==> config.mk <==
export PLATFORM = sky130hd
export DESIGN_NAME = wdw_watchdog
export DESIGN_NICKNAME = d
export VERILOG_FILES = /design/src/pkg/wdw_pkg.sv /design/src/design/wdw_watchdog.sv
export SDC_FILE = /design/constraint.sdc
export NUM_CORES = 1
export LEC_CHECK = 0
export ABC_AREA = 0
export CAP_MARGIN = 30
export CORE_MARGIN = 3
export CORE_UTILIZATION = 58
export DETAILED_ROUTE_END_ITERATION = 10
export DONT_BUFFER_PORTS = 1
export PLACE_DENSITY = 0.8
export SLEW_MARGIN = 0
export SYNTH_ARGS = -nofsm -noshare
export SYNTH_HDL_FRONTEND = slang
export SYNTH_SLANG_ARGS = --single-unit
==> constraint.sdc <==
create_clock -name CLOCK -period 2.6 [get_ports CLOCK]
set_input_delay 0.39 -clock CLOCK [delete_from_list [all_inputs] [get_ports CLOCK]]
set_output_delay 0.39 -clock CLOCK [all_outputs]
set_load 0.1 [all_outputs]
==> src/pkg/wdw_pkg.sv <==
// Package of constants and state layout for the windowed watchdog unit
package wdw_pkg;

    // ------------------------------------------------------------------
    // Register map (indices, byte address is four times the index)
    // ------------------------------------------------------------------
    localparam logic [5:0] WATCHDOG_CONTROL_IDX = 6'h00;
    localparam logic [5:0] WATCHDOG_STATUS_IDX  = 6'h01;

    // Field positions
    localparam int WINDOW_LSB   = 4;
    localparam int PERIOD_LSB   = 0;
    localparam int LOCK_BIT     = 7;
    localparam int SYNC_BIT     = 0;

    // Reset values
    localparam logic [7:0] CONTROL_RESET = 8'h00;
    localparam logic [7:0] STATUS_RESET  = 8'h00;

    // ------------------------------------------------------------------
    // Timing
    // ------------------------------------------------------------------
    localparam longint CLOCK_HZ       = 64'd100_000_000;
    localparam longint TICK_MILLIHZ   = 64'd1_024_000;
    // Longest whole count of bus clocks per watchdog tick, rounded down
    localparam longint TICK_CYCLES    = (CLOCK_HZ * 64'd1000) / TICK_MILLIHZ;
    // Ticks a control value or clear needs to cross into the tick domain
    localparam logic [1:0] SYNC_TICKS = 2'h2;
    // Highest valid timeout code (8 << 10 ticks)
    localparam logic [3:0] CODE_MAX   = 4'hb;

    // ------------------------------------------------------------------
    // Complete module state
    // ------------------------------------------------------------------
    typedef struct packed {
        logic        booted;
        logic [7:0]  ctrl;       // Bus-side watchdog_control
        logic        lock;
        logic        busy;       // sync_pending_flag
        logic [1:0]  busy_cnt;
        logic [7:0]  act;        // Control as seen by the counter
        logic [13:0] cnt;
        logic        closed;     // Counter sits in the closed window
        logic        clr_pend;
        logic [1:0]  clr_cnt;
        logic [16:0] div;
        logic        tick;
        logic        rst_req;
        logic        pready;
        logic        pslverr;
        logic [31:0] prdata;
    } wdw_state_s;

endpackage

==> src/design/wdw_watchdog.sv <==
// Windowed watchdog unit with APB register slave and tick divider
`timescale 1ns/10ps
`default_nettype none

module wdw_watchdog #(
    parameter longint TICK_CYCLES = wdw_pkg::TICK_CYCLES
) (
    // Clock and reset
    input  wire logic        CLOCK,
    input  wire logic        SRST,
    // APB slave
    input  wire logic        PSEL,
    input  wire logic        PENABLE,
    input  wire logic        PWRITE,
    input  wire logic [7:0]  PADDR,
    input  wire logic [31:0] PWDATA,
    output logic [31:0]      PRDATA,
    output logic             PREADY,
    output logic             PSLVERR,
    // CPU side
    input  wire logic        WATCHDOG_CLEAR_INSTRUCTION,
    input  wire logic        CHANGE_PROTECTION_OPEN,
    input  wire logic        DEBUG_MODE,
    input  wire logic        DEBUG_HALT,
    // Boot configuration
    input  wire logic [7:0]  BOOT_CONFIG_FUSE,
    // System reset request
    output logic             SYS_RESET_REQ
);

    // ------------------------------------------------------------------
    // Helpers
    // ------------------------------------------------------------------

    // Tick count for a timeout code; reserved and zero codes give zero
    function automatic logic [13:0] code_len(input logic [3:0] code);
        logic [13:0] len;
        len = 14'h0000;
        if ((code != 4'h0) && (code <= wdw_pkg::CODE_MAX))
        begin
            len = 14'h0001 << (code + 4'h2);
        end
        return len;
    endfunction

    localparam logic [16:0] DIV_LAST = 17'(TICK_CYCLES - 1);

    wdw_pkg::wdw_state_s s_q;
    wdw_pkg::wdw_state_s s_d;

    logic        setup;
    logic        access;
    logic [5:0]  idx;
    logic        mapped;
    logic        ctrl_wr_ok;
    logic        stat_wr;
    logic [13:0] open_len;
    logic [13:0] closed_len;
    logic        enabled;
    logic        winmode;
    logic [13:0] cnt_nx;

    // ------------------------------------------------------------------
    // Decode
    // ------------------------------------------------------------------

    // Bus phases and address decode
    assign setup      = PSEL && !PENABLE;
    assign access     = PSEL && PENABLE && s_q.pready;
    assign idx        = PADDR[7:2];
    assign mapped     = (PADDR[1:0] == 2'h0) && ((idx == wdw_pkg::WATCHDOG_CONTROL_IDX)
                        || (idx == wdw_pkg::WATCHDOG_STATUS_IDX));
    // Control accepted only when unlocked by key, not locked and not busy
    assign ctrl_wr_ok = access && PWRITE && (idx == wdw_pkg::WATCHDOG_CONTROL_IDX)
                        && mapped && CHANGE_PROTECTION_OPEN
                        && !s_q.lock && !s_q.busy;
    assign stat_wr    = access && PWRITE && mapped && (idx == wdw_pkg::WATCHDOG_STATUS_IDX)
                        && CHANGE_PROTECTION_OPEN;

    // Counter view of the configuration
    assign open_len   = code_len(s_q.act[wdw_pkg::PERIOD_LSB +: 4]);
    assign closed_len = code_len(s_q.act[wdw_pkg::WINDOW_LSB +: 4]);
    assign enabled    = open_len != 14'h0000;
    assign winmode    = closed_len != 14'h0000;
    assign cnt_nx     = s_q.cnt + 14'h0001;

    // ------------------------------------------------------------------
    // Next state
    // ------------------------------------------------------------------

    // All state updates in one place
    always_comb
    begin
        s_d       = s_q;
        s_d.tick  = 1'b0;

        // Tick divider; the only slow rate in the block
        if (s_q.div == DIV_LAST)
        begin
            s_d.div  = 17'h00000;
            s_d.tick = 1'b1;
        end
        else
        begin
            s_d.div = s_q.div + 17'h00001;
        end

        // Fuse load one cycle after reset release; a port is never a reset value
        if (!s_q.booted)
        begin
            s_d.booted = 1'b1;
            s_d.ctrl   = BOOT_CONFIG_FUSE;
            s_d.act    = BOOT_CONFIG_FUSE;
            s_d.lock   = BOOT_CONFIG_FUSE[wdw_pkg::PERIOD_LSB +: 4] != 4'h0;
        end

        // APB: answer in the cycle after setup
        s_d.pready  = 1'b0;
        s_d.pslverr = 1'b0;
        if (setup && !s_q.pready)
        begin
            s_d.pready  = 1'b1;
            s_d.pslverr = !mapped;
            s_d.prdata  = 32'h00000000;
            if (mapped && (idx == wdw_pkg::WATCHDOG_CONTROL_IDX))
            begin
                s_d.prdata[7:0] = s_q.ctrl;
            end
            else if (mapped)
            begin
                s_d.prdata[wdw_pkg::LOCK_BIT] = s_q.lock;
                s_d.prdata[wdw_pkg::SYNC_BIT] = s_q.busy;
            end
        end

        // Control write starts a crossing into the tick domain
        if (ctrl_wr_ok)
        begin
            s_d.ctrl     = PWDATA[7:0];
            s_d.busy     = 1'b1;
            s_d.busy_cnt = 2'h0;
        end

        // Lock: set freely, cleared only under debug; busy bit ignores writes
        if (stat_wr && PWDATA[wdw_pkg::LOCK_BIT])
        begin
            s_d.lock = 1'b1;
        end
        else if (stat_wr && DEBUG_MODE)
        begin
            s_d.lock = 1'b0;
        end

        // A clear arriving while one is pending merges with it, except on the completing tick, where it starts a new pending clear
        if (WATCHDOG_CLEAR_INSTRUCTION && !s_q.clr_pend)
        begin
            s_d.clr_pend = 1'b1;
            s_d.clr_cnt  = 2'h0;
        end

        // Tick-domain work, no dependence on CPU sleep state
        if (s_q.tick && s_q.booted)
        begin
            if (s_q.busy)
            begin
                s_d.busy_cnt = s_q.busy_cnt + 2'h1;
                if (s_q.busy_cnt + 2'h1 == wdw_pkg::SYNC_TICKS)
                begin
                    s_d.busy = 1'b0;
                    s_d.act  = s_q.ctrl;
                    // New config disarms the closed window; the count restarts only if the old config was disabled, else it counts on
                    s_d.cnt    = 14'h0000;
                    s_d.closed = 1'b0;
                end
            end

            if (DEBUG_HALT)
            begin
                s_d.cnt      = 14'h0000;
                s_d.closed   = 1'b0;
                s_d.clr_pend = 1'b0;
            end
            else if (s_q.clr_pend && (s_q.clr_cnt + 2'h1 == wdw_pkg::SYNC_TICKS))
            begin
                s_d.clr_pend = WATCHDOG_CLEAR_INSTRUCTION;
                s_d.clr_cnt  = 2'h0;
                if (enabled && s_q.closed)
                begin
                    s_d.rst_req = 1'b1;
                end
                s_d.cnt    = 14'h0000;
                s_d.closed = enabled && winmode;
            end
            else if (enabled)
            begin
                if (s_q.clr_pend)
                begin
                    s_d.clr_cnt = s_q.clr_cnt + 2'h1;
                end
                s_d.cnt = cnt_nx;
                if (s_q.closed && (cnt_nx == closed_len))
                begin
                    s_d.cnt    = 14'h0000;
                    s_d.closed = 1'b0;
                end
                else if (!s_q.closed && (cnt_nx == open_len))
                begin
                    s_d.rst_req = 1'b1;
                end
            end
            else if (s_q.clr_pend)
            begin
                s_d.clr_cnt = s_q.clr_cnt + 2'h1;
            end
        end
    end

    // ------------------------------------------------------------------
    // State register
    // ------------------------------------------------------------------

    // Synchronous reset to constants only
    always_ff @(posedge CLOCK)
    begin
        if (SRST)
        begin
            s_q <= '0;
        end
        else
        begin
            s_q <= s_d;
        end
    end

    // Outputs straight from the state register
    assign PRDATA        = s_q.prdata;
    assign PREADY        = s_q.pready;
    assign PSLVERR       = s_q.pslverr;
    assign SYS_RESET_REQ = s_q.rst_req;
endmodule

`default_nettype wire

### Yosys cells after proc, flatten, opt, wreduce, memory -nomap -nowiden

Index checks and enable logic that the tools add are counted.

| storage, ports and cells | value |
|---|---|
| bits in registers | 68 |

| cells by class | value |
|---|---|
| equality and inequality tests | 10 |
| magnitude comparators | 2 |
| muxes and demuxes | 33 |
| add/sub/neg operators | 6 |
| reduce and logical (&&, ||, !) cells | 49 |
| bitwise operators | 2 |
| shifts and indexed selects | 2 |

Operators with widths:

| kind | number |
|---|---|
| 2-to-1 mux 15 bit | 3 |
| 2-to-1 mux 34 bit | 1 |
| 2-to-1 mux 29 bit | 1 |
| equality test 14 bit | 2 |
| 2-to-1 mux 14 bit | 2 |
| nonzero test 14 bit | 2 |
| left shift 1 x 4 -> 14 bit (first input constant) | 2 |
| logical AND 1 bit | 26 |
| 2-to-1 mux 26 bit | 1 |
| 2-to-1 mux 23 bit | 1 |
| nonzero test 4 bit | 5 |
| adder 17 x 1 -> 17 bit (second input constant) | 1 |
| equality test 17 bit (second input constant) | 1 |
| 2-to-1 mux 16 bit | 1 |
| 2-to-1 mux 8 bit | 2 |
| adder 14 x 1 -> 14 bit (second input constant) | 1 |
| 2-to-1 mux 1 bit | 14 |
| 2-to-1 mux 9 bit | 1 |
| adder 4 x 2 -> 4 bit (second input constant) | 2 |
| <= comparator 4 bit (second input constant) | 2 |
| zero test 1 bit | 7 |
| equality test 6 x 1 -> 1 bit (second input constant) | 1 |
| zero test 6 bit | 1 |
| 2-to-1 mux 2 bit | 3 |
| 14 further kinds | 21 |

### Longest topological paths before layout

Gate-level depths: netlist of the first run.

| logic depth | value |
|---|---|
| depth after elaboration | 16 |
| depth in mapped cells | 11 |
| depth with buffers taken out | 9 |

### Worst setup path after synthesis of the first run

Ideal clock, no wire load.

| path | value |
|---|---|
| path kind | register to register |
| start point | register s_q[77] (netlist name) |
| end point | register s_q[58] (netlist name) |
| arrival time | 2.346 ns |
| path slack | 0.126 ns |
| period minus slack after synthesis | 2.474 ns |
| setup time | 0.128 ns |
| stages on the path, launching flop included | 12 |
| path through | dfxtp_1 ha_1 clkbuf_1 or2_2 a211oi_1 xnor3_1 nor2_1 and4bb_4 nand4_4 buf_6 a32oi_1 nor2_1 |

| on the way | value |
|---|---|
| word-level cells in the longest chain between the ends | 9 |

Ends and longest elaborated chain:

| item | RTL line | source |
|---|---|---|
| start: declaration | wdw_watchdog.sv:48 | `wdw_pkg::wdw_state_s s_q;` |
| start signal: assignment | wdw_watchdog.sv:227 | `s_q <= '0;` |
| start signal: assignment | wdw_watchdog.sv:231 | `s_q <= s_d;` |
| adder 4 x 2 -> 4 bit (tied with other cells) | wdw_watchdog.sv:41 | `len = 14'h0001 << (code + 4'h2);` |
| left shift 1 x 4 -> 14 bit / logical AND 1 bit (equally long branches) | wdw_watchdog.sv:41, wdw_watchdog.sv:39 |  |
| 2-to-1 mux 14 bit * | wdw_watchdog.sv:39 | `if ((code != 4'h0) && (code <= wdw_pkg::CODE_MAX))` |
| equality test 14 bit * | wdw_watchdog.sv:201 | `if (s_q.closed && (cnt_nx == closed_len))` |
| logical AND 1 bit * | wdw_watchdog.sv:201 |  |
| 2-to-1 mux 15 bit * | wdw_watchdog.sv:201 |  |
| 2-to-1 mux 15 bit * | wdw_watchdog.sv:194 | `else if (enabled)` |
| 2-to-1 mux 15 bit * | wdw_watchdog.sv:183 | `else if (s_q.clr_pend && (s_q.clr_cnt + 2'h1 == wdw_pkg::SYNC_TICKS))` |
| 2-to-1 mux 16 bit * | wdw_watchdog.sv:177 | `if (DEBUG_HALT)` |

Mark *: on every way between the ends. The rest lies on a longest branch, timed or not.
A chain may end at the register's enable or synchronous reset.

### Worst setup path in the final report of the first run

| path | value |
|---|---|
| start point | register s_q[58] (netlist name) |
| end point | register s_q[67] (netlist name) |

| on the way | value |
|---|---|
| word-level cells in the longest chain between the ends | 7 |

Ends and longest elaborated chain:

| item | RTL line | source |
|---|---|---|
| adder 14 x 1 -> 14 bit * | wdw_watchdog.sv:85 | `assign cnt_nx = s_q.cnt + 14'h0001;` |
| equality test 14 bit | wdw_watchdog.sv:201 |  |
| logical AND 1 bit | wdw_watchdog.sv:201 |  |
| 2-to-1 mux 15 bit * | wdw_watchdog.sv:201 |  |
| 2-to-1 mux 15 bit * | wdw_watchdog.sv:194 |  |
| 2-to-1 mux 15 bit * | wdw_watchdog.sv:183 |  |
| 2-to-1 mux 16 bit * | wdw_watchdog.sv:177 |  |

Marks and branches as above.

==> run summary, run 1 <==
The final layout net count is 637, and the number of antenna repair diodes is 0. The routed wire length on met3 was 640 µm. The reg2reg setup slack is 0.08 ns, and the number of antenna violations at the first check in global routing is 0. For this run, the slowest stage of the critical path takes 0.44 ns. In the synthesized netlist, the cells that appear most often are sky130_fd_sc_hd__nor2_1, sky130_fd_sc_hd__dfxtp_1, sky130_fd_sc_hd__a21oi_1. The synthesized design contains 68 register bits. Setup repair after global routing could not meet its margin everywhere.

In this run the critical register-to-register path is launched from s_q[58]$_SDFFE_PP0P_. The logs give 3,841 for the number of global-route vias before repair and 1.91 nW for the leakage component of the power. The starting density of the core was 60.6%. Clock latency on the worst-skew pair, taken at its later pin, is 0.35 ns. The total die area was 8790 µm²; the average wire per standard cell was 15.6 µm.

For the final routed DRC violation total, the log shows 0. For this run the aggregate overflow at the end of global routing stands at 0. The run gives 4930 µm² as the post-layout instance area. The floorplan step set the die width to 93.8 µm. On the final layout, the worst clock skew is 0.0113 ns. The first TritonRoute pass finished after 5 iterations. Among all flip-flop cells after synthesis, the most frequent one is sky130_fd_sc_hd__dfxtp_1. Summing all flip-flop and latch instances after layout gives 1360 µm². For this block, the via count after detailed routing is 4,136. The run gives 0 as the synthesis warning total. The count of buffers added on input and output ports is 0.

The critical path goes through buf_4, nand4_4, or2_4, a311oi_2, a32oi_2, o211a_1, nand4_4, or4b_1, o211ai_1. The clock net sink count was 68; the clock transition at the registers of the reported paths was 0.08 ns. At the worst endpoint, the arrival time is 2.81 ns. Dividing total power by cell area gives a power density of 469 nW/µm². The worst hold path depth is 1. The run gives 449 as the number of DRC markers after the initial detailed-route iteration.

The average instance in the mapped netlist occupies 7.99 µm². The number of cells traversed by the worst register-to-register path works out to 9. The worst setup path is captured at a flop. During I/O placement, the number of pins put on the boundary was 92. Cell family contributing the most delay on the critical path: simple AND/OR/NAND/NOR gates.

Post-route fraction of the period consumed by the critical path: 97.0%. The terminating pin of the worst hold path was s_q[66]$_SDFFE_PP0P_. The first global-routing pass estimated 17.3 mm of wire. In this run, distinct cell masters in the synthesized netlist total 74. The proportion of layout cells with a drive suffix above 1 is 16.6%. Entering global routing, the biggest net connects 48 pins. Area of the core region: 7370 µm². The actual slew at the worst max-slew pin was 0.983 ns; the headroom to the max-slew limit was 34.4%. STA classifies the critical path startpoint as a flop. Counting stages on the worst path, the most repeated cell is sky130_fd_sc_hd__nand4_4. For the number of hold-slack violations in the final timing report, the log shows 0. The buffers inserted during post-CTS setup optimization was 0; the achievable clock frequency was 396 MHz. In the synthesized netlist, the number of instances is 559. The critical path buffer and inverter count came out at 1. The number of flops mapped to enable cells by yosys came out at 0. At the worst endpoint, the required time is 2.88 ns. The multi-input combinational cells in the finished layout cover a total of 2850 µm².

The number of gates resized after CTS was 0. The worst hold path begins at SRST. The remaining antenna violation count was 0. Clock tree buffer depth: 2. Ranked by total cell area, the synthesized netlist is headed by sky130_fd_sc_hd__dfxtp_1, sky130_fd_sc_hd__nor2_1, sky130_fd_sc_hd__buf_4, sky130_fd_sc_hd__a21oi_1, sky130_fd_sc_hd__xor2_1.

Final hold analysis gives a worst-case slack of 0.109 ns. By instance count, the leading cell after synthesis is sky130_fd_sc_hd__nor2_1. After detailed placement, the total cell area comes to 4630 µm².

The tools report the total length of routed met2 wires as 5.17 mm. Post-synthesis to final-layout area growth: 10.4%. The root buffer cell chosen for the clock tree is sky130_fd_sc_hd__clkbuf_8. Among all stages on the critical path, the largest delay is contributed by sky130_fd_sc_hd__or4b_1. The highest metal layer carrying signal wires in the routed design is met4. Row count: 31. The routed length on met1 is 4.43 mm. TritonCTS built the clock tree. Sequential cells were found to cover 30.5% of the synthesized design area.

Setup violations remaining at the end of the flow were counted as 0. In this run the worst hold path is classified as input port to flop. The total count of max-transition violations in the final report came out at 0. The number of hold buffers added after CTS was 0. The logs give 24.3% for the overall global routing resource usage and 0 for the number of max-cap violations. The destination of the worst register-to-register timing path was s_q[67]$_SDFFE_PP0P_.

The height of the chip works out to 93.8 µm. Across the VDD grid, the largest voltage drop is 0.305 mV. After filler insertion, the fill cell instance count of the layout stands at 616. The flow ran to the end, and the final reports show no timing, DRC or antenna violations.

The H-tree depth reported by CTS came out at 3. Final critical-path required period: 2.52 ns. Routability-driven placement finished with a final weighted congestion of 0.933. The critical path is of the flop to flop type. The core occupancy in the finished layout came out at 66.9%. In this run the biggest area consumer among cell types represents 30.5% of the synthesized area. The tools report the mapped cell area as 4470 µm². TritonCTS created 9 clock buffers. Once detailed placement completed, the half-perimeter wirelength came to 7.70 mm. Of all flip-flops after synthesis, the portion carrying an async set or reset was 0%. In the routed layout, each cell is associated on average with a via count of 6.10.

Total wirelength of the detailed-routed design: 10.6 mm. The synthesized design spends more area on one cell type than any other, namely sky130_fd_sc_hd__dfxtp_1. In this run the worst path has a maximum fanout of 7.
-- cells by family after synthesis --
| family | share of synthesized area [%] |
|---|---|
| AOI/OAI and AO/OA | 19.0 |
| xor gates and xnor gates | 7.70 |
| adders and majority gates | 1.68 |
| buffers and inverters | 9.72 |
| DFF | 30.5 |
| muxes | 1.62 |
| other | 0.0840 |
| and+or+nand+nor | 29.7 |
-- worst reg2reg max path: stages, from the launching register on --
cell and delay, ns:
sky130_fd_sc_hd__dfxtp_1 0.38, sky130_fd_sc_hd__buf_4 0.18, sky130_fd_sc_hd__nand4_4 0.17, sky130_fd_sc_hd__or2_4 0.29, sky130_fd_sc_hd__a311oi_2 0.30, sky130_fd_sc_hd__a32oi_2 0.11
sky130_fd_sc_hd__o211a_1 0.33, sky130_fd_sc_hd__nand4_4 0.17, sky130_fd_sc_hd__or4b_1 0.44, sky130_fd_sc_hd__o211ai_1 0.10
-- layout make-up --
class	instances	area share, %
Tap cell	99	2.51
Clock inverter	7	1.52
Multi-Input combinational cell	436	57.9
Sequential cell	68	27.7
Inverter	14	1.07
Clock buffer	9	2.51
Timing Repair Buffer	45	6.85
-- stage by stage --
step                      total power, mW  TNS (ns)  instances  setup slack (ns)
after global routing                 2.40    -0.176        678           -0.0367
after CTS                            2.32         0        678           0.00541
final                                2.31         0        678            0.0779
after detailed placement             1.44         0        662            0.0407
after floorplan                      1.43         0        582             0.126
after global placement               1.43         0        662            0.0701
-- registers in the layout (all words and copies together), names as in the netlist --
| signal | flops |
|---|---|
| PSLVERR | 1 |
| PRDATA | 8 |
| s_q | 57 |
| PREADY | 1 |
| SYS_RESET_REQ | 1 |
-- power by group --
part	switching (mW)	total, mW	internal, mW
clock	0.438	0.886	0.448
combinational	0.261	0.337	0.0760
sequential	0.0253	1.09	1.06
total	0.725	2.31	1.59
-- cell usage in the layout, fill, tap and decap left out, types with 3 or more instances in the layout --
cell,count
sky130_fd_sc_hd__nor4b_1,4
sky130_fd_sc_hd__nand3_1,17
sky130_fd_sc_hd__nand4_1,14
sky130_fd_sc_hd__o211ai_1,3
sky130_fd_sc_hd__clkbuf_8,9
sky130_fd_sc_hd__nor3b_1,3
sky130_fd_sc_hd__a21oi_1,34
sky130_fd_sc_hd__xnor2_1,15
sky130_fd_sc_hd__a211oi_1,18
sky130_fd_sc_hd__o21ai_1,5
sky130_fd_sc_hd__nand4b_1,3
sky130_fd_sc_hd__o21a_1,4
sky130_fd_sc_hd__a22oi_1,16
sky130_fd_sc_hd__and3_1,11
sky130_fd_sc_hd__xor2_1,17
sky130_fd_sc_hd__mux2i_1,5
sky130_fd_sc_hd__o211a_1,3
sky130_fd_sc_hd__nor4_1,4
sky130_fd_sc_hd__and4_1,3
sky130_fd_sc_hd__dfxtp_1,66
sky130_fd_sc_hd__and3b_1,4
sky130_fd_sc_hd__conb_1,24
sky130_fd_sc_hd__o21ai_0,14
sky130_fd_sc_hd__inv_1,14
sky130_fd_sc_hd__nor2b_1,11
sky130_fd_sc_hd__or3_1,5
sky130_fd_sc_hd__buf_4,45
sky130_fd_sc_hd__clkinv_4,3
sky130_fd_sc_hd__ha_1,4
sky130_fd_sc_hd__nand3b_1,3
sky130_fd_sc_hd__nor2_1,79
sky130_fd_sc_hd__and2_1,4
sky130_fd_sc_hd__a31oi_1,5
sky130_fd_sc_hd__nor3_1,15
sky130_fd_sc_hd__nand2_1,28
sky130_fd_sc_hd__a21o_1,3
sky130_fd_sc_hd__nand2b_1,3
-- worst max path at each step --
stage,from,endpoint,slack [ns],cells past startpoint
3_3_place_gp,s_q[63]$_SDFFE_PP0P_,s_q[67]$_SDFFE_PP0P_,0.07,8
2_1_floorplan,s_q[77]$_SDFF_PP0_,s_q[58]$_SDFFE_PP0P_,0.13,11
3_5_place_dp,s_q[57]$_SDFFE_PP0P_,s_q[59]$_SDFFE_PP0P_,0.04,10
6_report,s_q[58]$_SDFFE_PP0P_,s_q[67]$_SDFFE_PP0P_,0.08,9
4_1_cts,s_q[58]$_SDFFE_PP0P_,s_q[59]$_SDFFE_PP0P_,0.005,10
5_1_grt,s_q[76]$_SDFF_PP0_,s_q[65]$_SDFFE_PP0P_,-0.04,12
-- routing by layer --
metal,vias up,GRT usage (%)
met5,-,0
met4,0,10.6
met3,36,5.37
met2,146,40.7
met1,1965,29.8
li1,1989,-
(Power assumes the default switching activity.)
==> run 2: changes to the inputs <==
--- a/config.mk
+++ b/config.mk
@@ -8,10 +8,10 @@
 export ABC_AREA = 0
 export CAP_MARGIN = 30
 export CORE_MARGIN = 3
-export CORE_UTILIZATION = 58
+export CORE_UTILIZATION = 59
 export DETAILED_ROUTE_END_ITERATION = 10
 export DONT_BUFFER_PORTS = 1
-export PLACE_DENSITY = 0.8
+export PLACE_DENSITY = 0.79
 export SLEW_MARGIN = 0
 export SYNTH_ARGS = -nofsm -noshare
 export SYNTH_HDL_FRONTEND = slang
==> constraint.sdc (replaced) <==
create_clock -name CLOCK -period 2.8 [get_ports CLOCK]
set_input_delay 0.42 -clock CLOCK [delete_from_list [all_inputs] [get_ports CLOCK]]
set_output_delay 0.42 -clock CLOCK [all_outputs]
set_load 0.1 [all_outputs]
==> run summary, run 2 (synthesized netlist as in run 1, its figures left out) <==
For this block, the initial DRC count from the detailed router was 305. Setup repair after global routing left no endpoint under its margin. For the number of antenna violations at the first check in global routing, the log shows 0. The clock root buffer is sky130_fd_sc_hd__clkbuf_8.

For this configuration, the core starts out at a cell density of 61.3%. The clock transition at the registers of the reported paths is 0.08 ns, and the number of clock buffers inserted by TritonCTS is 9. The total count of max-transition violations in the final report was 0; the worst hold path depth was 1. The logs give 2.86 ns for the signal arrival time at the worst endpoint and 643 for the number of placed cells counting well taps.

Data on the critical path is required at its endpoint by 3.01 ns. The switching part of the total is 29.8%. TritonCTS built the clock tree. The area growth from synthesis to layout is 5.55%.

For the pin with the worst max-slew slack, the measured transition is 0.991 ns. The die is 93.0 µm tall. Measured in cells, the most critical reg-to-reg path has a length of 10.

In the final routed layout, each cell accounts on average for 15.5 µm. Summing all placed instances gives a cell area of 4490 µm². The logs give 92 for the I/O pin count and 31.8% for the routing usage on met1. The final critical-path required period works out to 2.65 ns. During placement, the flow inserted port buffers numbering 0. The H-tree generated during clock tree synthesis spans 3 levels.

The logs give 16.6 mm for the first-pass GRT wire length and 0 for the number of setup violations in the final report. Global routing used 23.9% of the available tracks across all layers. The layer flagged by global routing as most heavily used is met2. The register with the most flip-flops in the layout has 57 of them. The path class of the tightest hold or removal check is input port to flop. For this block, the routed nets add up to 10.2 mm of wire.

The flow ran to the end, and the final reports show no timing, DRC or antenna violations. The logs give 1.50 mW for the cell internal power dissipation and 0 ns for the setup TNS. The register name with the most flops was s_q.

For this design the total switching power over the nets is 0.637 mW. Global routing consumed, on the met2 layer, 38.3% of the routing resources. The most common cell after layout, fill and taps aside was sky130_fd_sc_hd__nor2_1. The worst hold path begins at SRST. In the global route stage, met3 resource usage came out at 5.55%.

The critical path launch point was s_q[76]$_SDFF_PP0_. For the worst-skew pair, the clock arrives at the later sink with an insertion delay of 0.35 ns. Excluding fillers, the count of instances in the completed layout stands at 658. The top cell types in the final layout, fill and taps aside, are sky130_fd_sc_hd__nor2_1, sky130_fd_sc_hd__dfxtp_1, sky130_fd_sc_hd__a21oi_1, sky130_fd_sc_hd__nand2_1, sky130_fd_sc_hd__buf_4.

The clock network is responsible for 38.7% of the overall power. The chip width was 93.0 µm. The element type at the critical path end is a flop. Combinational cells account for 14.1% of the total power. Of the cells placed in the final design, the portion with a size suffix greater than 1 is 12.0%.

The total overflow left after global routing is 0. After legalization and detailed placement, the total HPWL measured 7.51 mm. Final routed DRC violation total: 0.

Type of element launching the critical path: a flop. The biggest fanout along the worst timing path was 11; the register share of total power was 47.2%. For the headroom to the max-slew limit, the log shows 33.9%. At the end of the flow, the number of nets in the layout was 618. For this block, the via count after detailed routing is 3,970.

For this design the ratio of total power to cell area is 454 nW/µm². The number of hold-slack violations in the final timing report is 0. The tool flagged a number of max-cap violations equal to 0. The floorplan has 31 rows.

Before antenna repair, the detailed router went through 5 iterations. The clock net sink count is 68, and the final worst clock skew is 0.0107 ns. The number of antenna diodes in the final layout is 0. The clock passes through at most 2 buffers. The leakage component of the power is 1.79 nW, and the number of global-route vias before repair is 3,505.

Once detail routing completed, the nets flagged for antenna violations numbered 0. The startpoint identified for the worst register-to-register timing path is s_q[76]$_SDFF_PP0_. The maximum number of pins on one net before global-route repair was 48; the buffers inserted during post-CTS setup optimization was 0.

The critical path class is flop to flop. The total die area was 8650 µm². Gates resized during post-CTS repair numbered 0. In this run, post-CTS hold repair placed 0 buffers. After routing the design area is 4710 µm². The mean number of vias per cell is 6.03. In the finished design, the share of the clock period the worst path needs comes to 94.7%. At the end of routability-driven placement, the weighted congestion stood at 0.889. The tools report the achievable clock frequency as 377 MHz. VDD sags by at most 0.315 mV. In this run the standard cell core region covers 7290 µm².
[run 2: cell type report]
type,instances,area (µm²)
multi-input combinational,436,2780
fill,632,2580
sequential,68,1360
timing repair buffer,26,195
clock buffer,11,151
tap,99,124
inverter,14,52.6
clock inverter,4,48.8
[run 2: stage by stage]
stage / total power, mW / hold WS [ns] / setup slack, ns / util (%)
CTS: 2.15 / 0.131 / 0.127 / 64.3
finish: 2.14 / 0.149 / 0.149 / 64.7
detailed placement: 1.33 / 0.460 / 0.139 / 61.6
global placement: 1.32 / 0.442 / 0.201 / 61.6
global route: 2.22 / 0.132 / 0.00558 / 64.7
floorplan: 1.33 / 0.426 / 0.326 / -
[run 2: final timing paths]
kind,endpoint,slack (ns)
max reg2reg,s_q[60]$_SDFFE_PP0P_,0.15
min,PRDATA[7]$_SDFFE_PP0P_,0.15
min reg2reg,s_q[36]$_SDFF_PP0_,0.47
max,s_q[60]$_SDFFE_PP0P_,0.15
[run 2: per-layer routing]
metal	wire length, µm	vias to the layer above	share of wire (%)
met5	0	-	0
met4	156	0	1.5
met1	4610	1874	45
met3	616	19	6.0
li1	-	1960	-
met2	4840	117	47
[run 2: power groups by stage]
| stage | clock (mW) | sequential [mW] | combinational (mW) |
|---|---|---|---|
| 2_1_floorplan | 0 | 1.03 | 0.294 |
| 3_3_place_gp | 0 | 1.03 | 0.291 |
| 3_5_place_dp | 0 | 1.03 | 0.297 |
| 4_1_cts | 0.841 | 1.01 | 0.298 |
| 5_1_grt | 0.889 | 1.01 | 0.321 |
| 6_report | 0.830 | 1.01 | 0.301 |
[run 2: critical path, cell delays in order, from the launching register on]
cell and delay [ns]:
sky130_fd_sc_hd__dfxtp_1 0.32, sky130_fd_sc_hd__ha_1 0.31, sky130_fd_sc_hd__or2_2 0.36, sky130_fd_sc_hd__a211oi_2 0.29, sky130_fd_sc_hd__xnor3_1 0.25, sky130_fd_sc_hd__nor2_1 0.10
sky130_fd_sc_hd__and4bb_4 0.28, sky130_fd_sc_hd__nand4_4 0.14, sky130_fd_sc_hd__buf_4 0.20, sky130_fd_sc_hd__nand2_1 0.17, sky130_fd_sc_hd__o21ai_0 0.11
==> run 3: changes to the inputs <==
--- a/config.mk
+++ b/config.mk
@@ -7,6 +7,7 @@
 export LEC_CHECK = 0
 export ABC_AREA = 0
 export CAP_MARGIN = 30
+export CORE_ASPECT_RATIO = 0.9
 export CORE_MARGIN = 3
 export CORE_UTILIZATION = 59
 export DETAILED_ROUTE_END_ITERATION = 10
==> run summary, run 3 (synthesized netlist as in run 1, its figures left out) <==
The tools report the endpoint required time on the critical path as 3.03 ns. The register name with the most flops is s_q. In the final design database the tool counted 623 nets. For the worst-skew pair, the clock arrives at the later sink with an insertion delay of 0.35 ns. Measured along the y axis, the die boundary spans 88.5 µm. The cell family contributing the most delay on the critical path is simple AND/OR/NAND/NOR gates. The largest single stage delay on the critical path is 0.32 ns. The tool flagged a number of max-cap violations equal to 0. In this run the number of H-tree levels came out at 3. The logs give 0 for the number of antenna repair diodes and 0 for the number of hold-slack violations in the final timing report. In the final routed layout, each cell accounts on average for 16.2 µm. Counting the buffers created by CTS gives 9. For the finished layout, the period the worst path requires is 2.68 ns.

The type of element launching the critical path was a flop. The count of nets left with antenna violations once routing finished came out at 0. For the final routed DRC violation total, the log shows 0.

The initial utilization of the core area, before any placement, comes to 62.2%. Most common cell after layout, fill and taps aside: sky130_fd_sc_hd__nor2_1. The tools report the number of placed cells counting well taps as 642. Element type at the critical path end: a flop.

The tools report the clock root buffer as sky130_fd_sc_hd__clkbuf_8. The largest individual stage delay along the critical path comes from the cell sky130_fd_sc_hd__dfxtp_1. The leakage component of the power is 1.81 nW.

Cells with a size suffix above 1 make up 14.0% of the layout. 92 I/O pins were placed. The tools report the register area as 1360 µm².

The chip width came out at 97.7 µm. The class of the tightest hold or removal check is input port to flop. Headroom to the max-slew limit came out at 34.1%.

The number of setup violations in the final report was 0; the first-pass GRT wire length was 17.8 mm. The post-route fraction of the period consumed by the critical path came out at 95.6%. The signal arrival time at the worst endpoint is 2.91 ns. The number of buffers inserted by port buffering was 0. The design draws 2.17 mW. The cell area power density is 454 nW/µm².

The run gives 0 as the number of antenna violations at the first check in global routing. The register with the most flip-flops in the layout has 57 of them. The logs give 0 for the overall overflow remaining after global route and 8650 µm² for the total die area. Across the VDD grid, the largest voltage drop is 0.336 mV. On the final layout, the worst clock skew is 0.0130 ns.

The tree built by TritonCTS fans out to 68 sinks. Global routing used 25.0% of the available tracks across all layers. The fill cell total of the finished layout came out at 588. In this run the core area contains 29 standard-cell rows. For the number of global-route vias before repair, the log shows 3,787. The run finished with clean final reports. The area of the multi-input gates is 2810 µm², and the setup TNS is 0 ns. The run gives 48 as the maximum number of pins on one net before global-route repair.

The biggest fanout along the worst timing path works out to 10. Once detailed placement completed, the half-perimeter wirelength came to 7.67 mm. TritonCTS built the clock tree.

For this block, the initial DRC count from the detailed router was 365. The routed layout has 4,152 vias. Setup repair after global routing left no endpoint under its margin. The total count of max-transition violations in the final report came out at 0. The area of the core region came out at 7180 µm². The critical path buffer and inverter count works out to 1.

Walking the worst path, the cells encountered are ha_2, or2_2, a211oi_2, xnor3_1, nor2_1, and4bb_4, nand4_4, buf_4, a22oi_1, o21ai_1. Critical path class: flop to flop. The library cells used most frequently in the layout, excluding fill and tap cells, are sky130_fd_sc_hd__nor2_1, sky130_fd_sc_hd__dfxtp_1, sky130_fd_sc_hd__a21oi_1, sky130_fd_sc_hd__buf_4, sky130_fd_sc_hd__nand2_1. The run gives 658 as the final cell count without fillers. Clock-pin slew was measured on the worst setup and hold paths at 0.09 ns. Static timing analysis puts the maximum clock frequency at 374 MHz.

The tools report the final weighted congestion of routability-driven global placement as 0.907. The first detailed-routing pass ran for 5 iterations. Once the clock tree was built, the setup fixing pass inserted 0 buffers. The mean number of vias per cell is 6.31, and the post-synthesis to final-layout area growth is 7.14%.

For the pin with the worst max-slew slack, the measured transition is 0.987 ns. Counting along the longest clock path gives a buffer depth of 2. The tools report the total wirelength of the detailed-routed design as 10.7 mm.
==> run 3: worst paths after layout <==
check / endpoint / start / slack, ns / cells past startpoint
worst max-delay path: s_q[59]$_SDFFE_PP0P_ / s_q[76]$_SDFF_PP0_ / 0.12 / 10
worst min-delay path: s_q[66]$_SDFFE_PP0P_ / SRST / 0.15 / 1
worst min register to register: s_q[36]$_SDFF_PP0_ / s_q[36]$_SDFF_PP0_ / 0.46 / 1
worst max register to register: s_q[59]$_SDFFE_PP0P_ / s_q[76]$_SDFF_PP0_ / 0.12 / 10
==> run 3: power breakdown <==
part	switching, mW	internal [mW]	total, mW
combinational	0.241	0.0692	0.310
clock	0.411	0.442	0.852
sequential	0.0249	0.987	1.01
total	0.676	1.50	2.17
==> run 3: layout make-up <==
| cell class | instances | share of cell area [%] |
|---|---|---|
| Timing Repair Buffer | 31 | 4.86 |
| Tap cell | 93 | 2.43 |
| Sequential cell | 68 | 28.5 |
| Inverter | 14 | 1.10 |
| Clock buffer | 10 | 2.88 |
| Clock inverter | 6 | 1.49 |
| Multi-Input combinational cell | 436 | 58.8 |
==> run 3: layer usage <==
| metal | vias to the layer above | GRT usage, % | share of wire, % | routed length, µm |
|---|---|---|---|---|
| li1 | 1969 | - | - | - |
| met2 | 157 | 42.7 | 48 | 5100 |
| met1 | 2007 | 32.7 | 44 | 4690 |
| met4 | 0 | 6.79 | 1.3 | 141 |
| met5 | - | 0 | 0 | 0 |
| met3 | 19 | 5.20 | 6.9 | 734 |
==> run 3: what timing repair did <==
item	CTS	global route
resized for setup	0	12
setup endpoints to repair	0	11
hold buffers	0	0
==> run 3: stage by stage <==
| step | setup WS [ns] | hold slack [ns] | cell area, µm² | utilization [%] |
|---|---|---|---|---|
| 2_1_floorplan | 0.326 | 0.426 | 4550 | - |
| 3_3_place_gp | 0.171 | 0.440 | 4520 | 62.9 |
| 3_5_place_dp | 0.0656 | 0.448 | 4520 | 62.9 |
| 4_1_cts | 0.0382 | 0.130 | 4730 | 65.8 |
| 5_1_grt | 0.0266 | 0.119 | 4790 | 66.6 |
| 6_report | 0.124 | 0.146 | 4790 | 66.6 |
